**src/logic/irq_ctrl_pkg.sv**
```systemverilog
// Constants, register map and helpers shared by the interrupt controller files.
// What this block does
// Twenty-two interrupt sources, four from external pins, each masked on its own.
// One bit map: bit 0 fast OR, bit 1 software, bits 2 to 21 sources.
// External pins sit on bits 13, 16, 18, 19; logic-array requests on 17, 20.
// Normal status is raw AND enable, read-only; its OR drives the normal request.
// No priority encoding or vector generation; software decodes the status register.
// Normal raw bit follows the source request and clears only when the source clears.
// Writing one sets a normal enable bit; writing zero leaves it unchanged.
// Normal mask-clear write clears each enable bit written as one, others untouched.
// Fast path has raw, enable, mask-clear and status registers like the normal path.
// OR of fast status bits 31 to 1 drives fast request and bit 0 of both sets.
// Setting an enable bit in one set clears the same bit in the other set.
// Fast raw bit follows the source request level and clears with the source.
// Nesting up to eight levels, active only while the nesting enable bit is set.
// Service software should capture the status registers on entry to the handler.
// Software interrupt bits drive bit 1 of the raw registers directly; status bit 1 also needs enable bit 1.
// Fast mask-clear write clears each fast enable bit written as one.
// A request must stay asserted for the latency time to be seen.
// Unused bits 22 to 31 read zero; status updates on the edge after a change.
package irq_ctrl_pkg;

    // ------------------------------------------------------------------
    // Register offsets
    // ------------------------------------------------------------------
    localparam logic [31:0] NORM_STATUS_ADR = 32'hffff0000;
    localparam logic [31:0] NORM_RAW_ADR = 32'hffff0004;
    localparam logic [31:0] NORM_ENABLE_ADR = 32'hffff0008;
    localparam logic [31:0] NORM_CLEAR_ADR = 32'hffff000c;
    localparam logic [31:0] FAST_STATUS_ADR = 32'hffff0100;
    localparam logic [31:0] FAST_RAW_ADR = 32'hffff0104;
    localparam logic [31:0] FAST_ENABLE_ADR = 32'hffff0108;
    localparam logic [31:0] FAST_CLEAR_ADR = 32'hffff010c;
    localparam logic [31:0] SWI_CONFIG_ADR = 32'hffff0110;
    localparam logic [31:0] VEC_CONTROL_ADR = 32'hffff0114;
    localparam logic [31:0] EVENT_STATUS_ADR = 32'hffff0118;
    localparam logic [31:0] EVENT_MASK_ADR = 32'hffff011c;

    // ------------------------------------------------------------------
    // Source map
    // ------------------------------------------------------------------
    localparam int SRC_COUNT = 22;
    localparam int ONCHIP_COUNT = 16;
    localparam int PIN_COUNT = 4;
    localparam logic [31:0] USED_MASK = 32'h003fffff;
    localparam int FAST_OR_BIT = 0;
    localparam int SWI_BIT = 1;
    localparam int ONCHIP_BIT [ONCHIP_COUNT] = '{2, 3, 4, 5, 6, 7, 8, 9, 10, 11, 12, 14, 15, 17, 20, 21};
    localparam int PIN_BIT [PIN_COUNT] = '{13, 16, 18, 19};

    // ------------------------------------------------------------------
    // Software interrupt and vectored control fields
    // ------------------------------------------------------------------
    localparam int SWI_NORM_POS = 1;
    localparam int SWI_FAST_POS = 2;
    localparam logic [31:0] SWI_MASK = 32'h00000006;
    localparam int NEST_EN_POS = 0;
    localparam int FAST_VEC_EN_POS = 1;
    localparam logic [31:0] VEC_CTL_MASK = 32'h00000003;
    localparam int NEST_DEPTH_LSB = 8;
    localparam int NEST_LEVELS = 8;
    localparam logic [3:0] NEST_RESET = 4'h0;

    // ------------------------------------------------------------------
    // Event status fields
    // ------------------------------------------------------------------
    localparam int EV_NORM_RISE = 0;
    localparam int EV_FAST_RISE = 1;
    localparam int EV_NEST_OVF = 2;
    localparam int EV_COUNT = 3;
    localparam logic [31:0] ZERO_WORD = 32'h00000000;

    // Expands the four byte selects into a 32-bit lane mask.
    function automatic logic [31:0] lane_mask(input logic [3:0] sel);
        lane_mask = {{8{sel[3]}}, {8{sel[2]}}, {8{sel[1]}}, {8{sel[0]}}};
    endfunction : lane_mask

endpackage : irq_ctrl_pkg

```
**src/logic/level_sync.sv**
```systemverilog
// Two flip-flop synchroniser for levels arriving from outside the clock domain.
`timescale 1ns/1ns
module level_sync #(
    parameter int WIDTH = 4
) (
    input wire logic clk_i,
    input wire logic rst_i,
    input wire logic [WIDTH-1:0] async_i,
    output logic [WIDTH-1:0] sync_o
);

    logic [WIDTH-1:0] stage1_q;
    logic [WIDTH-1:0] stage2_q;

    always_ff @(posedge clk_i) begin
        if (rst_i) begin
            stage1_q <= '0;
            stage2_q <= '0;
        end else begin
            stage1_q <= async_i;
            stage2_q <= stage1_q;
        end
    end

    assign sync_o = stage2_q;

endmodule : level_sync

```
**src/logic/irq_fiq_ctrl.sv**
```systemverilog
// Interrupt controller routing sources to normal and fast requests over a Wishbone slave.
`timescale 1ns/1ns
module irq_fiq_ctrl #(
    parameter int NEST_MAX = irq_ctrl_pkg::NEST_LEVELS
) (
    input wire logic clk_i,
    input wire logic rst_i,
    input wire logic cyc_i,
    input wire logic stb_i,
    input wire logic we_i,
    input wire logic [31:0] adr_i,
    input wire logic [3:0] sel_i,
    input wire logic [31:0] dat_i,
    output logic [31:0] dat_o,
    output logic ack_o,
    input wire logic [irq_ctrl_pkg::ONCHIP_COUNT-1:0] periph_req_i,
    input wire logic [irq_ctrl_pkg::PIN_COUNT-1:0] ext_pin_i,
    input wire logic irq_enter_i,
    input wire logic irq_leave_i,
    output logic irq_o,
    output logic fiq_o,
    output logic event_irq_o
);

    // ------------------------------------------------------------------
    // Source collection
    // ------------------------------------------------------------------
    logic [irq_ctrl_pkg::PIN_COUNT-1:0] pin_sync;
    logic [31:0] src_d;
    logic [31:0] norm_raw_d;
    logic [31:0] fast_raw_d;
    logic [31:0] norm_sta_d;
    logic [31:0] fast_sta_d;
    logic fast_or_d;
    logic [31:0] norm_raw_q;
    logic [31:0] fast_raw_q;
    logic [31:0] norm_sta_q;
    logic [31:0] fast_sta_q;
    logic [31:0] norm_en_q;
    logic [31:0] fast_en_q;
    logic [31:0] swi_q;
    logic [31:0] vctl_q;
    logic [3:0] nest_q;
    logic [irq_ctrl_pkg::EV_COUNT-1:0] ev_sta_q;
    logic [irq_ctrl_pkg::EV_COUNT-1:0] ev_mask_q;
    logic irq_q;
    logic fiq_q;
    logic ev_irq_q;
    logic ack_q;
    logic [31:0] dat_q;

    level_sync #(
        .WIDTH(irq_ctrl_pkg::PIN_COUNT)
    ) u_pin_sync (
        .clk_i(clk_i),
        .rst_i(rst_i),
        .async_i(ext_pin_i),
        .sync_o(pin_sync)
    );

    always_comb begin
        src_d = irq_ctrl_pkg::ZERO_WORD;
        for (int i = 0; i < irq_ctrl_pkg::ONCHIP_COUNT; i++) begin
            src_d[irq_ctrl_pkg::ONCHIP_BIT[i]] = periph_req_i[i];
        end
        for (int i = 0; i < irq_ctrl_pkg::PIN_COUNT; i++) begin
            src_d[irq_ctrl_pkg::PIN_BIT[i]] = pin_sync[i];
        end
    end

    always_comb begin
        fast_raw_d = src_d;
        fast_raw_d[irq_ctrl_pkg::SWI_BIT] = swi_q[irq_ctrl_pkg::SWI_FAST_POS];
        fast_raw_d[irq_ctrl_pkg::FAST_OR_BIT] = 1'b0;
        fast_sta_d = fast_raw_d & fast_en_q;
        fast_or_d = |fast_sta_d[31:1];
        fast_raw_d[irq_ctrl_pkg::FAST_OR_BIT] = fast_or_d;
        fast_sta_d[irq_ctrl_pkg::FAST_OR_BIT] = fast_or_d & fast_en_q[irq_ctrl_pkg::FAST_OR_BIT];
        norm_raw_d = src_d;
        norm_raw_d[irq_ctrl_pkg::SWI_BIT] = swi_q[irq_ctrl_pkg::SWI_NORM_POS];
        norm_raw_d[irq_ctrl_pkg::FAST_OR_BIT] = fast_or_d;
        norm_sta_d = norm_raw_d & norm_en_q;
    end

    // Raw and status words are registered, one edge after any change.
    always_ff @(posedge clk_i) begin
        if (rst_i) begin
            norm_raw_q <= irq_ctrl_pkg::ZERO_WORD;
            fast_raw_q <= irq_ctrl_pkg::ZERO_WORD;
            norm_sta_q <= irq_ctrl_pkg::ZERO_WORD;
            fast_sta_q <= irq_ctrl_pkg::ZERO_WORD;
        end else begin
            norm_raw_q <= norm_raw_d & irq_ctrl_pkg::USED_MASK;
            fast_raw_q <= fast_raw_d & irq_ctrl_pkg::USED_MASK;
            norm_sta_q <= norm_sta_d & irq_ctrl_pkg::USED_MASK;
            fast_sta_q <= fast_sta_d & irq_ctrl_pkg::USED_MASK;
        end
    end

    // Requests to the core; no encoder, software reads the status words.
    always_ff @(posedge clk_i) begin
        if (rst_i) begin
            irq_q <= 1'b0;
            fiq_q <= 1'b0;
        end else begin
            irq_q <= |norm_sta_d;
            fiq_q <= fast_or_d;
        end
    end

    // ------------------------------------------------------------------
    // Wishbone slave
    // ------------------------------------------------------------------
    logic access;
    logic wr;
    logic [31:0] wmask;

    assign access = cyc_i && stb_i && !ack_q;
    assign wr = access && we_i;
    assign wmask = dat_i & irq_ctrl_pkg::lane_mask(sel_i) & irq_ctrl_pkg::USED_MASK;

    always_ff @(posedge clk_i) begin
        if (rst_i) begin
            ack_q <= 1'b0;
        end else begin
            ack_q <= access;
        end
    end

    always_ff @(posedge clk_i) begin
        if (rst_i) begin
            dat_q <= irq_ctrl_pkg::ZERO_WORD;
        end else if (access && !we_i) begin
            unique case (adr_i)
                irq_ctrl_pkg::NORM_STATUS_ADR: dat_q <= norm_sta_q;
                irq_ctrl_pkg::NORM_RAW_ADR: dat_q <= norm_raw_q;
                irq_ctrl_pkg::NORM_ENABLE_ADR: dat_q <= norm_en_q;
                irq_ctrl_pkg::FAST_STATUS_ADR: dat_q <= fast_sta_q;
                irq_ctrl_pkg::FAST_RAW_ADR: dat_q <= fast_raw_q;
                irq_ctrl_pkg::FAST_ENABLE_ADR: dat_q <= fast_en_q;
                irq_ctrl_pkg::SWI_CONFIG_ADR: dat_q <= swi_q;
                irq_ctrl_pkg::VEC_CONTROL_ADR: begin
                    dat_q <= vctl_q | {20'h00000, nest_q, 8'h00};
                end
                irq_ctrl_pkg::EVENT_STATUS_ADR: dat_q <= {29'h0, ev_sta_q};
                irq_ctrl_pkg::EVENT_MASK_ADR: dat_q <= {29'h0, ev_mask_q};
                default: dat_q <= irq_ctrl_pkg::ZERO_WORD;
            endcase
        end
    end

    // ------------------------------------------------------------------
    // Enable masks
    // ------------------------------------------------------------------
    always_ff @(posedge clk_i) begin
        if (rst_i) begin
            norm_en_q <= irq_ctrl_pkg::ZERO_WORD;
        end else if (wr && adr_i == irq_ctrl_pkg::NORM_ENABLE_ADR) begin
            norm_en_q <= norm_en_q | wmask;
        end else if (wr && adr_i == irq_ctrl_pkg::NORM_CLEAR_ADR) begin
            norm_en_q <= norm_en_q & ~wmask;
        end else if (wr && adr_i == irq_ctrl_pkg::FAST_ENABLE_ADR) begin
            norm_en_q <= norm_en_q & ~wmask;
        end
    end

    always_ff @(posedge clk_i) begin
        if (rst_i) begin
            fast_en_q <= irq_ctrl_pkg::ZERO_WORD;
        end else if (wr && adr_i == irq_ctrl_pkg::FAST_ENABLE_ADR) begin
            fast_en_q <= fast_en_q | wmask;
        end else if (wr && adr_i == irq_ctrl_pkg::FAST_CLEAR_ADR) begin
            fast_en_q <= fast_en_q & ~wmask;
        end else if (wr && adr_i == irq_ctrl_pkg::NORM_ENABLE_ADR) begin
            fast_en_q <= fast_en_q & ~wmask;
        end
    end

    // ------------------------------------------------------------------
    // Software interrupt and vectored control
    // ------------------------------------------------------------------
    always_ff @(posedge clk_i) begin
        if (rst_i) begin
            swi_q <= irq_ctrl_pkg::ZERO_WORD;
        end else if (wr && adr_i == irq_ctrl_pkg::SWI_CONFIG_ADR) begin
            swi_q <= (swi_q & ~irq_ctrl_pkg::lane_mask(sel_i)) | (wmask & irq_ctrl_pkg::SWI_MASK);
        end
    end

    always_ff @(posedge clk_i) begin
        if (rst_i) begin
            vctl_q <= irq_ctrl_pkg::ZERO_WORD;
        end else if (wr && adr_i == irq_ctrl_pkg::VEC_CONTROL_ADR) begin
            vctl_q <= (vctl_q & ~irq_ctrl_pkg::lane_mask(sel_i)) | (wmask & irq_ctrl_pkg::VEC_CTL_MASK);
        end
    end

    // Depth of entered normal handlers; only one level without nesting.
    logic nest_en;
    logic nest_full;

    assign nest_en = vctl_q[irq_ctrl_pkg::NEST_EN_POS];
    assign nest_full = nest_en ? (nest_q == 4'(NEST_MAX)) : (nest_q != 4'h0);

    always_ff @(posedge clk_i) begin
        if (rst_i) begin
            nest_q <= irq_ctrl_pkg::NEST_RESET;
        end else if (irq_enter_i && !irq_leave_i && !nest_full) begin
            nest_q <= nest_q + 4'h1;
        end else if (irq_leave_i && !irq_enter_i && nest_q != 4'h0) begin
            nest_q <= nest_q - 4'h1;
        end
    end

    // ------------------------------------------------------------------
    // Event status and interrupt
    // ------------------------------------------------------------------
    logic [irq_ctrl_pkg::EV_COUNT-1:0] ev_set;
    logic [irq_ctrl_pkg::EV_COUNT-1:0] ev_clr;

    always_comb begin
        ev_set = '0;
        ev_set[irq_ctrl_pkg::EV_NORM_RISE] = |norm_sta_d && !irq_q;
        ev_set[irq_ctrl_pkg::EV_FAST_RISE] = fast_or_d && !fiq_q;
        ev_set[irq_ctrl_pkg::EV_NEST_OVF] = irq_enter_i && !irq_leave_i && nest_full;
        ev_clr = '0;
        if (wr && adr_i == irq_ctrl_pkg::EVENT_STATUS_ADR) begin
            ev_clr = wmask[irq_ctrl_pkg::EV_COUNT-1:0];
        end
    end

    always_ff @(posedge clk_i) begin
        if (rst_i) begin
            ev_sta_q <= '0;
        end else begin
            ev_sta_q <= (ev_sta_q & ~ev_clr) | ev_set;
        end
    end

    always_ff @(posedge clk_i) begin
        if (rst_i) begin
            ev_mask_q <= '0;
        end else if (wr && adr_i == irq_ctrl_pkg::EVENT_MASK_ADR) begin
            ev_mask_q <= wmask[irq_ctrl_pkg::EV_COUNT-1:0];
        end
    end

    always_ff @(posedge clk_i) begin
        if (rst_i) begin
            ev_irq_q <= 1'b0;
        end else begin
            ev_irq_q <= |(((ev_sta_q & ~ev_clr) | ev_set) & ev_mask_q);
        end
    end

    assign dat_o = dat_q;
    assign ack_o = ack_q;
    assign irq_o = irq_q;
    assign fiq_o = fiq_q;
    assign event_irq_o = ev_irq_q;
endmodule : irq_fiq_ctrl

```
**config.mk**
```make
export PLATFORM = sky130hd
export DESIGN_NAME = irq_fiq_ctrl
export DESIGN_NICKNAME = d
export VERILOG_FILES = /design/src/logic/irq_ctrl_pkg.sv /design/src/logic/level_sync.sv /design/src/logic/irq_fiq_ctrl.sv
export SDC_FILE = /design/constraint.sdc
export NUM_CORES = 1
export LEC_CHECK = 0
export CELL_PAD_IN_SITES_DETAIL_PLACEMENT = 1
export CELL_PAD_IN_SITES_GLOBAL_PLACEMENT = 2
export CORE_MARGIN = 2
export CORE_UTILIZATION = 43
export CTS_BUF_LIST = sky130_fd_sc_hd__clkbuf_4 sky130_fd_sc_hd__clkbuf_8 sky130_fd_sc_hd__clkbuf_16
export DETAILED_ROUTE_END_ITERATION = 7
export DONT_BUFFER_PORTS = 1
export PLACE_DENSITY_LB_ADDON = 0.1
export SLEW_MARGIN = 20
export SYNTH_ARGS = -nofsm -noshare
export SYNTH_HDL_FRONTEND = slang
export SYNTH_HIERARCHICAL = 1
export SYNTH_SLANG_ARGS = --single-unit
```
**constraint.sdc**
```tcl
create_clock -name clk_i -period 4.6 [get_ports clk_i]
set_input_delay 0.46 -clock clk_i [delete_from_list [all_inputs] [get_ports clk_i]]
set_output_delay 0.46 -clock clk_i [all_outputs]
set_load 0.02 [all_outputs]
```
==> impl_metrics.json <==
{
  "synth_flop_cell": "dfxtp_1",
  "tns_ns": 0,
  "synth_top_area_cell": "dfxtp_1",
  "crit_buf_inv": 1,
  "cts-resized-gates": 0,
  "io_buffers": 0,
  "clock-root-buffer": "clkbuf_16",
  "die_w_um": 148,
  "yosys_warnings": 6,
  "cp_top_family": "simple AND/OR/NAND/NOR gates",
  "hp-class": "in2reg",
  "rsz0062_at_grt": "false",
  "yosys-top-cells-area": "dfxtp_1 51%, and2_1 7.5%, a22oi_1 5.7%, a222oi_1 3.5%, nand4_1 3.4%",
  "die_area_um2": 21900,
  "ys_types": 55,
  "period_share_pct": 66.7,
  "grt_overflow": 0,
  "worstPathRequired_ns": 5.05,
  "critPathKind": "in2reg",
  "critPathArrivalTime_ns": 3.52,
  "dp_hpwl_um": 20100,
  "first_iter_violations": 550,
  "synth_area_um2": 8900,
  "vias_per_cell": 6.15,
  "ys_top_cells_by_count": "228 x dfxtp_1, 107 x and2_1, 67 x a22oi_1, 62 x nand2_1, 56 x o21ai_0",
  "outcome": "complete, no violations",
  "maxSlewHeadroom_pct": 26.7,
  "finalHoldViolations": 0,
  "synth.avg_cell_area_um2": 9.85,
  "synth_top_area_share_pct": 51.3,
  "ios": 131,
  "totalWireLength_um": 29900,
  "layout-drive-gt1-share_pct": 11.1,
  "synth_fp_nets": 1001,
  "synth_most_common_cell": "dfxtp_1",
  "pre_cts_slack_ns": 1.01,
  "max_freq_ghz": 0.326,
  "layout.nets": 989,
  "insertion_delay_ns": 0.52,
  "synth-edff-count": 0,
  "cp-end-kind": "flip-flop",
  "layout_min_cycle_time_ns": 3.07,
  "p_per_area_nw_per_um2": 430,
  "syn_to_final_growth_pct": 12.3,
  "core_um2": 20300,
  "grt_pass1_wl_um": 45600,
  "initial_core_util_pct": 43.8,
  "crit_slowest_cell": "or4_1",
  "ys_ff_latch": 228,
  "first_global_vias": 7663,
  "synth_cells": 903,
  "clk_path_buf_depth": 3,
  "grt_max_degree": 111,
  "critPathMaxStageDelay_ns": 1.01,
  "post-cts-setup-buffers": 0,
  "grt_antenna_before_repair": 1,
  "p_leak_uw": 0.00346,
  "dr.pass1.iters": 7,
  "tightest_slew_ns": 1.10,
  "cts.hold.buffers_added": 0,
  "clk_pin_slew_ns": 0.06,
  "setup_viol": 0,
  "vias": 7269,
  "antenna_left": 0,
  "cap_violations": 0,
  "gp_congestion": 0.844,
  "synth-seq-area-share_pct": 51.3,
  "cts_buffers": 26,
  "drc": 0,
  "ir_drop_uv": 216,
  "report.final.slew_viol_count": 0,
  "async_flop_share_pct": 0,
  "clock_sinks": 228,
  "die_y_um": 148,
  "worst-path-max-fanout": 23,
  "h-tree-depth": 1,
  "drt-wirelength-per-cell_um": 25.3,
  "timing.final.ws_setup_ns": 1.53,
  "grt_usage_pct": 27.0,
  "cts_tree": "done",
  "row_count": 52,
  "cp_common_cell": "nand4_1",
  "worst_clock_skew_ns": 0.00900,
  "startpoint_type": "input pin",
  "crit_chain": "nand4_1 -> or4_1 -> nor4_4 -> buf_4 -> a41o_1 -> nand4_1 -> a21oi_1"
}
[through the flow]
stage	hold WS, ns	power [uW]	utilization, %	instances	instance area, um2
after floorplan	0.414	2190	-	903	8900
after global routing	0.0193	4430	49.2	1180	9990
final	0.0416	4300	49.2	1181	9990
after global placement	0.422	2210	44.8	1132	9080
after detailed placement	0.425	2220	44.8	1132	9080
after CTS	0.000778	4320	49.1	1179	9970
[logic make-up after synthesis]
kind of cell / share of synthesized area, %
AND/OR/NAND/NOR: 24.0
AO/OA/AOI/OAI: 18.8
flip-flops: 51.3
buffers and inverters: 3.53
multiplexers: 1.65
adder cells (fa/ha/maj): 0.506
XOR/XNOR: 0.197
[cell usage in the layout (no fill, tap or decap), drive strengths merged, types with 6 or more instances in the layout]
master  instances
clkbuf         39
dfxtp         228
nor2           19
nand4          48
nor2b          35
nor4           15
nor3           11
and3           21
a21oi          65
nand3          13
nor3b           7
a32oi           6
o21ai          60
and2          108
mux2i           9
a22oi          67
nand2          62
a222oi         31
buf            19
[where the power goes]
group	total, uW	switching [uW]	internal [uW]
combinational	153	88.7	64.5
sequential	2030	26.5	2000
clock	2120	827	1290
total	4300	942	3360
[worst register-to-register path, cell delays in order (launching register included)]
cell and delay [ns]:
dfxtp_1 0.40, or3_1 0.44, a21oi_1 0.26, nor2_1 0.09, nand2_1 0.14, ha_1 0.25
a21o_1 0.17, a21oi_1 0.21, mux4_2 0.53, nor2_1 0.10
[cell type report]
type | instances | area, um2
fillers | 2272 | 10300
inverters | 2 | 7.51
multi-input cells | 614 | 4040
clock buffers | 39 | 785
clock inverters | 8 | 96.3
diodes | 1 | 2.50
repair buffers | 19 | 155
well taps | 270 | 338
flip-flops and latches | 228 | 4560
[worst paths after layout]
| kind | startpoint | endpoint | slack, ns | cells after the start |
|---|---|---|---|---|
| worst max-delay path | adr_i[30] | flip-flop | 1.53 | 7 |
| worst min-delay path | rst_i | norm_raw_q[20]$_SDFF_PP0_ | 0.04 | 1 |
| worst max register to register | nest_q[0]$_SDFFE_PP0P_ | nest_q[3]$_SDFFE_PP0P_ | 1.95 | 9 |
| worst min register to register | u_pin_sync/stage1_q[1]$_SDFF_PP0_ | u_pin_sync/sync_o[1]$_SDFF_PP0_ | 0.44 | 1 |
[metal layers]
layer  track usage (%)  share of wire (%)  up-vias
li1                  -                  -     3320
met3              6.73                7.2       61
met5                 0                  0        -
met4              10.0                3.3        0
met1              35.1                 43     3654
met2              43.5                 46      234
Note: power is estimated with default switching activity, not from simulation.
